### config.mk
export PLATFORM = sky130hd
export DESIGN_NAME = wrap_home
export DESIGN_NICKNAME = d
export VERILOG_FILES = /design/src/wrap_home_pkg.sv /design/src/wrap_home.sv
export SDC_FILE = /design/constraint.sdc
export NUM_CORES = 2
export LEC_CHECK = 0
export BUFFER_PORTS_ARGS = -buffer_cell sky130_fd_sc_hd__buf_2
export CORE_MARGIN = 3
export CORE_UTILIZATION = 45
export CTS_CLUSTER_SIZE = 25
export DETAILED_ROUTE_END_ITERATION = 6
export PLACE_DENSITY = 0.71
export SLEW_MARGIN = 15
export SYNTH_ARGS = -nofsm -noshare
export SYNTH_HDL_FRONTEND = slang
export SYNTH_SLANG_ARGS = --single-unit
### constraint.sdc
create_clock -name core_clk -period 60.3 [get_ports core_clk]
set_clock_uncertainty 0.2 [all_clocks]
set_input_delay 9.045 -clock core_clk [delete_from_list [all_inputs] [get_ports core_clk]]
set_output_delay 9.045 -clock core_clk [all_outputs]
set_load 0.01 [all_outputs]
### src/wrap_home_pkg.sv
/*
  constants for the position wrap and home input block: register offsets,
  field positions, reset values and widths.
  assumes a 32-bit avalon-mm register bus with byte addresses.
*/
package wrap_home_pkg;
  // register byte offsets
  localparam logic [7:0] ctrl_off   = 8'h00;
  localparam logic [7:0] range_off  = 8'h04;
  localparam logic [7:0] ratio_off  = 8'h08;
  localparam logic [7:0] offset_off = 8'h0c;
  localparam logic [7:0] res_off    = 8'h10;
  localparam logic [7:0] pos_off    = 8'h14;
  localparam logic [7:0] remote_off = 8'h18;
  localparam logic [7:0] map_off    = 8'h1c;
  localparam logic [7:0] status_off = 8'h20;
  // control fields
  localparam int ctrl_wrap_bit  = 0;
  localparam int ctrl_two_bit   = 1;
  localparam int ctrl_pulse_bit = 2;
  // remote input fields
  localparam int remote_home_bit = 0;
  // input map fields, 4-bit selectors
  localparam int map_start_pos = 0;
  localparam int map_sens_pos  = 4;
  localparam int map_plus_pos  = 8;
  localparam int map_minus_pos = 12;
  localparam logic [3:0] sel_unused   = 4'hf;
  localparam logic [3:0] pulse_in_top = 4'h3;
  // reset values, ratio limit and unmapped read value
  localparam logic [2:0]  ctrl_reset   = 3'h1;
  localparam logic [15:0] range_reset  = 16'h000a;
  localparam logic [13:0] ratio_reset  = 14'h1388;
  localparam logic [13:0] ratio_max    = 14'h2710;
  localparam logic [29:0] offset_reset = 30'h00000000;
  localparam logic [15:0] res_reset    = 16'h03e8;
  localparam logic [15:0] map_reset    = 16'h9873;
  localparam logic [31:0] unmapped_val = 32'h00000000;
endpackage

### src/wrap_home.sv
/*
  position coordinate wrap unit and return-to-home input set of a stepping
  motor driver, with an avalon-mm slave for its settings.
  assumes step_pulse and step_dir come from motion logic on core_clk, and
  direct_input pins are asynchronous to core_clk.
*/
// Notes on behaviour
// RL1: wrap enabled reloads position past the range
// RL2: wrap enable 0 off, 1 on, resets on
// RL3: wrap range in revolutions, default 10
// RL4: offset ratio 0..10000 in 0.01 percent, default 5000
// RL5: signed 30-bit step offset, default zero
// RL6: ratio shifts window toward negative coordinates
// RL7: three-sensor homing uses sensor, limits, start
// RL8: two-sensor mode frees the home sensor input
// RL9: homing start from direct or remote input
// RL10: sensors stay on direct inputs when remote
// RL11: pulse variant reserves direct inputs 0 to 3
// RL12: host keeps span and range integer related
// RL13: host re-home_sensor_input after wrap setting changes
// RL14: window bounds reload at opposite bound
`timescale 1ns/1ps
module wrap_home #(
  parameter int din_n = 10
) (
  input  wire logic                core_clk,
  input  wire logic                resetn,
  input  wire logic [7:0]          avs_address,
  input  wire logic                avs_read,
  input  wire logic                avs_write,
  input  wire logic [31:0]         avs_writedata,
  input  wire logic [3:0]          avs_byteenable,
  output logic      [31:0]         avs_readdata,
  output logic                     avs_waitrequest,
  input  wire logic                step_pulse,
  input  wire logic                step_dir,
  input  wire logic [din_n-1:0]    direct_input,
  output logic signed [31:0]       position,
  output logic                     wrap_zero_output,
  output logic                     home_start,
  output logic                     home_sensor_input,
  output logic                     plus_limit_input,
  output logic                     minus_limit_input,
  output logic                     fast_homing_cmd
);
  // picks one direct input; unused, out of range or pulse-reserved reads 0
  function automatic logic pick(input logic [3:0] sel, input logic [din_n-1:0] v, input logic pulse);
    logic r;
    r = 1'b0;
    if (sel != wrap_home_pkg::sel_unused && int'(sel) < din_n &&
        !(pulse && sel <= wrap_home_pkg::pulse_in_top))
      r = v[sel];
    return r;
  endfunction

  logic [2:0]          ctrl_reg;
  logic [15:0]         range_reg;
  logic [13:0]         ratio_reg;
  logic [29:0]         offset_reg;
  logic [15:0]         res_reg;
  logic [15:0]         map_reg;
  logic                remote_reg;
  logic signed [31:0]  pos_reg;
  logic [din_n-1:0]    sync1_reg;
  logic [din_n-1:0]    sync2_reg;
  logic                wait_reg;
  logic [31:0]         rdata_reg;
  logic                zero_reg;
  logic                start_reg;
  logic                sens_reg;
  logic                plus_reg;
  logic                minus_reg;
  logic                fast_reg;

  // bus decode
  wire        req      = avs_read | avs_write;
  wire        wr_take  = avs_write & ~wait_reg;
  wire        full_wr  = &avs_byteenable;
  wire        wr_ctrl  = wr_take & full_wr & (avs_address == wrap_home_pkg::ctrl_off);
  wire        wr_range = wr_take & full_wr & (avs_address == wrap_home_pkg::range_off);
  wire        wr_ratio = wr_take & full_wr & (avs_address == wrap_home_pkg::ratio_off);
  wire        wr_off   = wr_take & full_wr & (avs_address == wrap_home_pkg::offset_off);
  wire        wr_res   = wr_take & full_wr & (avs_address == wrap_home_pkg::res_off);
  wire        wr_pos   = wr_take & full_wr & (avs_address == wrap_home_pkg::pos_off);
  wire        wr_rem   = wr_take & full_wr & (avs_address == wrap_home_pkg::remote_off);
  wire        wr_map   = wr_take & full_wr & (avs_address == wrap_home_pkg::map_off);

  // ratio writes above full scale saturate [RL4]
  wire [13:0] ratio_in = (avs_writedata[31:14] != 18'h00000 || avs_writedata[13:0] > wrap_home_pkg::ratio_max)
                         ? wrap_home_pkg::ratio_max : avs_writedata[13:0];

  // wrap window: span steps, shifted negative by span*ratio/10000 [RL3] [RL6] [RL14]
  // host keeps range*res below 2^31, else the window bounds overflow
  wire [31:0]        span      = range_reg * res_reg;
  wire [45:0]        neg_prod  = span * ratio_reg;
  wire [31:0]        neg_part  = 32'(neg_prod / 46'(wrap_home_pkg::ratio_max));
  wire signed [31:0] off_ext   = {{2{offset_reg[29]}}, offset_reg};
  wire signed [31:0] lower     = off_ext - $signed(neg_part);
  wire signed [31:0] upper     = lower + $signed(span);
  wire               wrap_on   = ctrl_reg[wrap_home_pkg::ctrl_wrap_bit];
  wire signed [31:0] pos_inc   = pos_reg + 32'sh1;
  wire signed [31:0] pos_dec   = pos_reg - 32'sh1;

  // next position with wrap reload at the opposite bound [RL1] [RL14]
  wire signed [31:0] pos_step  = !step_dir
                                 ? ((wrap_on && pos_inc >= upper) ? lower : pos_inc)
                                 : ((wrap_on && pos_dec < lower) ? upper - 32'sh1 : pos_dec);
  wire signed [31:0] pos_next  = wr_pos ? $signed(avs_writedata) : (step_pulse ? pos_step : pos_reg);
  wire               zero_next = step_pulse & !wr_pos & (pos_step == 32'sh0) & wrap_on;

  // home input selection; pulse variant blocks inputs 0..3 [RL11]
  wire        pulse_var = ctrl_reg[wrap_home_pkg::ctrl_pulse_bit];
  wire        two_mode  = ctrl_reg[wrap_home_pkg::ctrl_two_bit];
  wire        d_start   = pick(map_reg[wrap_home_pkg::map_start_pos +: 4], sync2_reg, pulse_var);
  wire        d_sens    = pick(map_reg[wrap_home_pkg::map_sens_pos +: 4], sync2_reg, pulse_var);
  wire        d_plus    = pick(map_reg[wrap_home_pkg::map_plus_pos +: 4], sync2_reg, pulse_var);
  wire        d_minus   = pick(map_reg[wrap_home_pkg::map_minus_pos +: 4], sync2_reg, pulse_var);

  // read mux
  wire [31:0] status_w  = {27'h0, fast_reg, minus_reg, plus_reg, sens_reg, start_reg};
  logic [31:0] rdata_next;
  always_comb begin
    case (avs_address)
      wrap_home_pkg::ctrl_off:   rdata_next = {29'h0, ctrl_reg};
      wrap_home_pkg::range_off:  rdata_next = {16'h0, range_reg};
      wrap_home_pkg::ratio_off:  rdata_next = {18'h0, ratio_reg};
      wrap_home_pkg::offset_off: rdata_next = off_ext;
      wrap_home_pkg::res_off:    rdata_next = {16'h0, res_reg};
      wrap_home_pkg::pos_off:    rdata_next = pos_reg;
      wrap_home_pkg::remote_off: rdata_next = {31'h0, remote_reg};
      wrap_home_pkg::map_off:    rdata_next = {16'h0, map_reg};
      wrap_home_pkg::status_off: rdata_next = status_w;
      default:                   rdata_next = wrap_home_pkg::unmapped_val;
    endcase
  end

  // bus handshake: waitrequest drops one cycle after the request rises
  // every request sees exactly one wait cycle, reads and writes alike
  always_ff @(posedge core_clk or negedge resetn) begin
    if (!resetn) begin
      wait_reg  <= 1'b1;
      rdata_reg <= 32'h0;
    end else begin
      wait_reg  <= !(req && wait_reg);
      if (avs_read && wait_reg) rdata_reg <= rdata_next;
    end
  end

  // settings registers
  always_ff @(posedge core_clk or negedge resetn) begin
    if (!resetn) begin
      ctrl_reg   <= wrap_home_pkg::ctrl_reset; // wrap on at reset [RL2]
      range_reg  <= wrap_home_pkg::range_reset; // [RL3]
      ratio_reg  <= wrap_home_pkg::ratio_reset; // [RL4]
      offset_reg <= wrap_home_pkg::offset_reset; // [RL5]
      res_reg    <= wrap_home_pkg::res_reset;
      map_reg    <= wrap_home_pkg::map_reset;
      remote_reg <= 1'b0;
    end else begin
      if (wr_ctrl)  ctrl_reg   <= avs_writedata[2:0]; // bit0: 0 off, 1 on [RL2]
      if (wr_range) range_reg  <= avs_writedata[15:0];
      if (wr_ratio) ratio_reg  <= ratio_in; // [RL4]
      if (wr_off)   offset_reg <= avs_writedata[29:0]; // signed steps [RL5]
      if (wr_res)   res_reg    <= avs_writedata[15:0];
      if (wr_map)   map_reg    <= avs_writedata[15:0];
      if (wr_rem)   remote_reg <= avs_writedata[wrap_home_pkg::remote_home_bit];
    end
  end

  // position counter and zero-crossing pulse
  // a bus preset wins over a step in the same cycle
  always_ff @(posedge core_clk or negedge resetn) begin
    if (!resetn) begin
      pos_reg  <= 32'sh0;
      zero_reg <= 1'b0;
    end else begin
      pos_reg  <= pos_next; // [RL1]
      zero_reg <= zero_next;
    end
  end

  // direct input synchroniser, two stages
  // only the second stage feeds logic; the first may still be settling
  always_ff @(posedge core_clk or negedge resetn) begin
    if (!resetn) begin
      sync1_reg <= '0;
      sync2_reg <= '0;
    end else begin
      sync1_reg <= direct_input;
      sync2_reg <= sync1_reg;
    end
  end

  // home signal outputs
  always_ff @(posedge core_clk or negedge resetn) begin
    if (!resetn) begin
      start_reg <= 1'b0;
      sens_reg  <= 1'b0;
      plus_reg  <= 1'b0;
      minus_reg <= 1'b0;
      fast_reg  <= 1'b0;
    end else begin
      start_reg <= d_start | remote_reg; // either source starts homing [RL9] [RL7]
      sens_reg  <= d_sens & !two_mode; // sensor ignored in two-sensor mode [RL8]
      plus_reg  <= d_plus; // limits only from direct pins [RL10] [RL7]
      minus_reg <= d_minus;
      fast_reg  <= d_sens & two_mode; // freed input becomes fast homing [RL8]
    end
  end

  // outputs straight from their flip-flops
  assign avs_readdata      = rdata_reg;
  assign avs_waitrequest   = wait_reg;
  assign position          = pos_reg;
  assign wrap_zero_output  = zero_reg;
  assign home_start        = start_reg;
  assign home_sensor_input = sens_reg;
  assign plus_limit_input  = plus_reg;
  assign minus_limit_input = minus_reg;
  assign fast_homing_cmd   = fast_reg;
endmodule

-- After elaboration in Yosys (flattened, before gate mapping)
Cells that the tools add are included.
- input bits: 60
- memories kept: 0
- RAM bits: 0
- memory bits (read-only): 0
- bits in registers: 187
- word-level logic and storage cells: 119
- latch bits: 0
- output and inout bits: 71
- order comparisons: 15
- shift-type cells: 0
- mux-type cells: 19
- bitwise gates (word level): 18
- reduce and logical (&&, ||, !) cells: 29
- div/mod/pow operators: 1
- $add $sub $neg: 5
- equality and inequality tests: 12
- $mul: 2
- operator list (kind ; count):
    case mux 32 bit (9 select lines) ; 1
    two-way mux 32 bit ; 5
    subtractor 32 x 2 -> 32 bit, second input constant ; 2
    divider 46 x 14 -> 46 bit, second input constant ; 1
    multiplier 32 x 14 -> 46 bit ; 1
    adder 32 x 2 -> 32 bit, second input constant ; 1
    adder 32 bit ; 1
    == test 8 x 5 -> 1 bit, second input constant ; 4
    greater-or-equal comparator 32 bit ; 1
    logical NOT 32 bit ; 1
    less-than comparator 32 bit ; 1
    multiplier 16 x 16 -> 32 bit ; 1
    subtractor 30 x 32 -> 32 bit ; 1
    less-than comparator 4 x 5 -> 1 bit, second input constant ; 4
    nonzero test 18 bit ; 1
    binary-select mux 1 bit (select 4 bit) ; 4
    == test 8 x 4 -> 1 bit, second input constant ; 2
    <= comparator 4 x 2 -> 1 bit, second input constant ; 4
    logical AND 1 bit ; 16
    less-than comparator 4 bit, second input constant ; 4
    != test 4 bit, second input constant ; 4
    bitwise AND 1 bit ; 15
    > comparator 14 bit, second input constant ; 1
    two-way mux 14 bit ; 1
    10 further kinds ; 24

-- Depth between registers and ports, before layout
- depth after elaboration: 12
- mapped depth: 243
- gate-level depth less buffers: 224

-- Worst setup path before layout
OpenSTA, ideal clock, no wires.
- path kind: reg2reg
- start: register res_reg[3]
- end: register zero_reg (netlist: wrap_zero_output)
- cell stages (with the launch flop): 222
- period minus slack after synthesis: 49.173 ns
- setup time: 0.101 ns
- path slack: 11.127 ns
- arrival time: 48.872 ns
- data required time: 59.999 ns
- path buffers: 15
- cells stage by stage: dfstp_2 > clkbuf_1 > clkbuf_1 > nand2_1 > fa_1 > inv_1 > fa_1 > ha_1 > inv_1 > fa_1 > fa_1 > fa_1 > inv_1 > ha_1 > inv_1 > o21bai_1 > a21oi_1 > o21bai_1 > (+186 left out) > xor2_1 > xnor2_1 > ha_1 > nand2_1 > or3_1 > o21ai_0 > nor2_1 > o21ai_1 > clkbuf_1 > clkbuf_1 > o21ai_0 > o21ai_0 > nand2_1 > nor4_1 > nand4_1 > nor4_1 > nand2_1 > nor4_1
- longest elaborated chain between the ends: 12
- elaborated cells on any way between the ends: 16
- classes of those cells: 3 x add/sub; 2 x mul; 1 x div; 2 x order compare; 3 x mux; 2 x bitwise; 3 x reduce/logical
- ends and longest elaborated chain (element ; RTL line ; source):
    from (decl) ; wrap_home.sv:60 ; logic [15:0] res_reg;
    from (signal assigned) ; wrap_home.sv:156 ; res_reg <= wrap_home_pkg::res_reset;
    from (signal assigned) ; wrap_home.sv:164 ; if (wr_res) res_reg <= avs_writedata[15:0];
    multiplier 16 x 16 -> 32 bit * ; wrap_home.sv:94 ; wire [31:0] span = range_reg * res_reg;
    multiplier 32 x 14 -> 46 bit ; wrap_home.sv:95 ; wire [45:0] neg_prod = span * ratio_reg;
    divider 46 x 14 -> 46 bit ; wrap_home.sv:96 ; wire [31:0] neg_part = 32'(neg_prod / 46'(wrap_home_pkg::ratio_max));
    subtractor 30 x 32 -> 32 bit ; wrap_home.sv:98 ; wire signed [31:0] lower = off_ext - $signed(neg_part);
    adder 32 bit ; wrap_home.sv:99 ; wire signed [31:0] upper = lower + $signed(span);
    greater-or-equal comparator 32 bit ; wrap_home.sv:106 ; ? ((wrap_on && pos_inc >= upper) ? lower : pos_inc)
    logical AND 1 bit ; wrap_home.sv:106 ;
    two-way mux 32 bit ; wrap_home.sv:106 ;
    two-way mux 32 bit * ; wrap_home.sv:106 ;
    logical NOT 32 bit * ; wrap_home.sv:109 ; wire zero_next = step_pulse & !wr_pos & (pos_step == 32'sh0) & wrap_on;
    bitwise AND 1 bit * (2 in series) ; wrap_home.sv:109 ;
    named net zero_next ; wrap_home.sv:109 ;
    to (signal assigned) ; wrap_home.sv:178 ; zero_reg <= zero_next;
    to (decl) ; wrap_home.sv:68 ; logic zero_reg;
Mark *: on every way through the listed nets, which the timed path passes. The rest lies on a longest branch.
A chain may end at the register's enable or synchronous reset.

-- Worst setup path in the final report
- start: register range_reg[10]
- end: register zero_reg (netlist: wrap_zero_output)
- longest elaborated chain between the ends: 12
- elaborated cells on any way between the ends: 16
- classes of those cells: 3 x add/sub; 2 x mul; 1 x div; 2 x order compare; 3 x mux; 2 x bitwise; 3 x reduce/logical
- ends and longest elaborated chain (element ; RTL line ; source):
    from (decl) ; wrap_home.sv:57 ; logic [15:0] range_reg;
    from (signal assigned) ; wrap_home.sv:153 ; range_reg <= wrap_home_pkg::range_reset;
    from (signal assigned) ; wrap_home.sv:161 ; if (wr_range) range_reg <= avs_writedata[15:0];
    multiplier 16 x 16 -> 32 bit * ; wrap_home.sv:94 ;
    multiplier 32 x 14 -> 46 bit ; wrap_home.sv:95 ;
    divider 46 x 14 -> 46 bit ; wrap_home.sv:96 ;
    subtractor 30 x 32 -> 32 bit ; wrap_home.sv:98 ;
    adder 32 bit ; wrap_home.sv:99 ;
    greater-or-equal comparator 32 bit ; wrap_home.sv:106 ;
    logical AND 1 bit ; wrap_home.sv:106 ;
    two-way mux 32 bit ; wrap_home.sv:106 ;
    two-way mux 32 bit * ; wrap_home.sv:106 ;
    logical NOT 32 bit * ; wrap_home.sv:109 ;
    bitwise AND 1 bit * (2 in series) ; wrap_home.sv:109 ;
    named net zero_next ; wrap_home.sv:109 ;
Marks and branches as above.

==> metrics.csv <==
metric,value,unit
largest net degree at the start of global routing,84,
"Hold Vio Cnt, Final",0,
prevailing post-synth register cell,dfrtp_1,
setup violation total in the final timing report,0,
residual DRC count,6,
vias in the first global route,45300,
Initial DRC Count,4050,
placed inst area,52700,sq um
row cnt,122,
Buffers & Inverters on Critical Path,17,
die height,342,microns
Via-to-Cell Ratio,6.09,
final worst slack,3.34,ns
CTS Buffer Depth,2,
die area,117000,sq um
failing checks,DRC,
cell family with the largest share of critical-path delay,compound AO/OA/AOI/OAI gates,
Tightest Pin Transition,1.13,ns
Critical Path End Type,register,
Crit path required time,60.47,ns
setup_tns,0,ns
PortBufs,130,
number of flops mapped to enable cells by yosys,0,
Most Frequent Cell on Critical Path,a21oi_1,
Max Clock Freq,17.6,MHz
clock sinks,187,
cell area after layout,54100,sq um
CTS Root Cell,clkbuf_16,
# nets final,7100,
CP Max Fanout,21,
Syn Inst Count,6176,
via count,46500,
Pleak,0.0246,uW
core area,111000,sq um
Hold Crit Class,reg2reg,
synthesized flop and latch total,187,
Mapped Area,50800,sq um
Die W,342,microns
CP Class,reg2reg,
GRT Residual Overflow,0,
Hold Buf Count CTS,0,
asr flop ratio synth,100,%
clock slew at reported path FFs,0.09,ns
H-tree levels,4,
average wire per standard cell,21.8,microns
Slew Limit Fails,0,
total track usage,28.1,%
Area Overhead vs Synth,6.56,%
CP Data Arrival Time,57.13,ns
Final Critical Period,56.96,ns
IO Pins,131,
CTS tree,built,
syn nets,7131,
Crit-path slowest cell,dfrtp_1,
Detail Route Antenna Nets,0,
Final period util,94.5,%
"Distinct cells, synth",152,
sequential-to-total area share from yosys stat,9.27,%
Max VDD drop,0.0000185,V
synth top area cells,"fa_1 22%, ha_1 8.4%, dfrtp_1 8.1%, inv_1 5.4%, nand2_1 5.2%",
max incr delay on CP,0.91,ns
Initial Util,45.6,%
hpwl dp,132000,microns
Inserted Clock Buffers,17,
DRT Wirelength,167000,microns
status,"complete, but fails checks",
share of the synthesized area in the top cell type,21.8,%
pre-CTS setup slack,0.274,ns
relative slew slack,24.9,%
drt first pass iters,7,
later-pin clock latency in the skew report,0.48,ns
Tot Pwr,450,uW
pwr/cell area,8.31,nW/um^2
Yosys Warn Count,0,
ratio of cells with drive above 1 in the final layout,11.2,%
antenna violations before repair,4,
post-synthesis average cell area,8.22,sq um
first-pass GRT wire length,262000,microns
# diodes,0,
largest area contributor in the netlist,fa_1,
max cap viols,0,
gpl congestion,1.00,
Worst setup SP type,register,
-- worst paths after layout --
path,start,to,slack (ns),cells past startpoint
setup reg to reg,range_reg[10],wrap_zero_output,3.34,208
min in group asynchronous,resetn,range_reg[7],8.40,1
hold reg to reg,sync1_reg[6],sync2_reg[6],0.16,0
setup / recovery,range_reg[10],wrap_zero_output,3.34,208
max in group asynchronous,resetn,position[31],50.29,2
hold / removal,sync1_reg[6],sync2_reg[6],0.16,0
-- layer usage --
layer	track usage, %	share of wire [%]
met1	38.9	43
met2	44.5	45
met3	3.88	7.9
met4	10.7	4.4
met5	0	0.016
-- logic make-up (layout without fill, tap and decap cells) --
logic type	Yosys count	in the layout	synth area share [%]
simple gates	2028	2028	20.1
compound gates	1414	1415	20.3
buf+inv	1019	1000	7.82
fa+ha+maj	908	908	30.5
xor+xnor	404	404	7.28
mux	216	216	4.74
flops	187	187	9.27
-- timing repair --
| action | in CTS | in global routing |
|---|---|---|
| setup buffers | 0 | 31 |
| gates resized for setup | 0 | 94 |
| setup endpoints to repair | 0 | 33 |
-- layout make-up --
cell class | instances | area, sq um
multi-input combinational | 4971 | 42700
timing repair buffer | 234 | 1450
tap | 1488 | 1860
inverter | 734 | 2760
clock buffer | 17 | 425
fill | 10600 | 57200
sequential | 187 | 4730
clock inverter | 15 | 230
-- Yosys cell counts, drive strengths merged (60+ instances only) --
cell type and number:
dfrtp 164, and3 60, xor2 120, nor2 319, a21oi 342, nand4 61, nand2 709, o21ai 254
mux2 118, clkbuf 216, nor3 114, and2 367, fa 553, xnor2 284, ha 342, mux2i 92
nand3 101, buf 69, o21bai 89, a31oi 63, inv 734, a21o 65
-- stage by stage --
stage,hold WS [ns],std cells,util [%]
6_report,0.163,7646,48.6
5_1_grt,0.169,7646,48.6
4_1_cts,0.161,7614,47.9
3_5_place_dp,0.135,7582,47.4
3_3_place_gp,0.133,7582,47.4
2_1_floorplan,0.131,6176,-
-- cells in the final DEF (no fill, tap or decap), types with 26 or more instances in the layout --
cell type,n
inv_1,725
nand2_1,709
fa_1,553
and2_1,362
ha_1,341
a21oi_1,326
nor2_1,308
xnor2_1,260
o21ai_0,196
dfrtp_1,157
buf_2,129
mux2_2,114
xor2_1,111
buf_4,103
nand3_1,100
nor3_1,98
o21bai_1,87
mux2i_1,87
a21o_1,64
nand4_1,59
and3_1,58
a31oi_1,56
nand2b_1,52
o21ai_1,43
o21a_1,43
a211oi_1,43
nor2b_1,42
o211ai_1,41
or3_1,40
nor4_1,34
o31ai_1,30
a221oi_1,30
a222oi_1,26
-- where the power goes --
part           switching (uW)  internal, uW
registers                26.7           137
logic                    94.0          64.6
clock network            67.8          59.6
total                     189           261
Note: power is estimated with default switching activity, not from simulation.
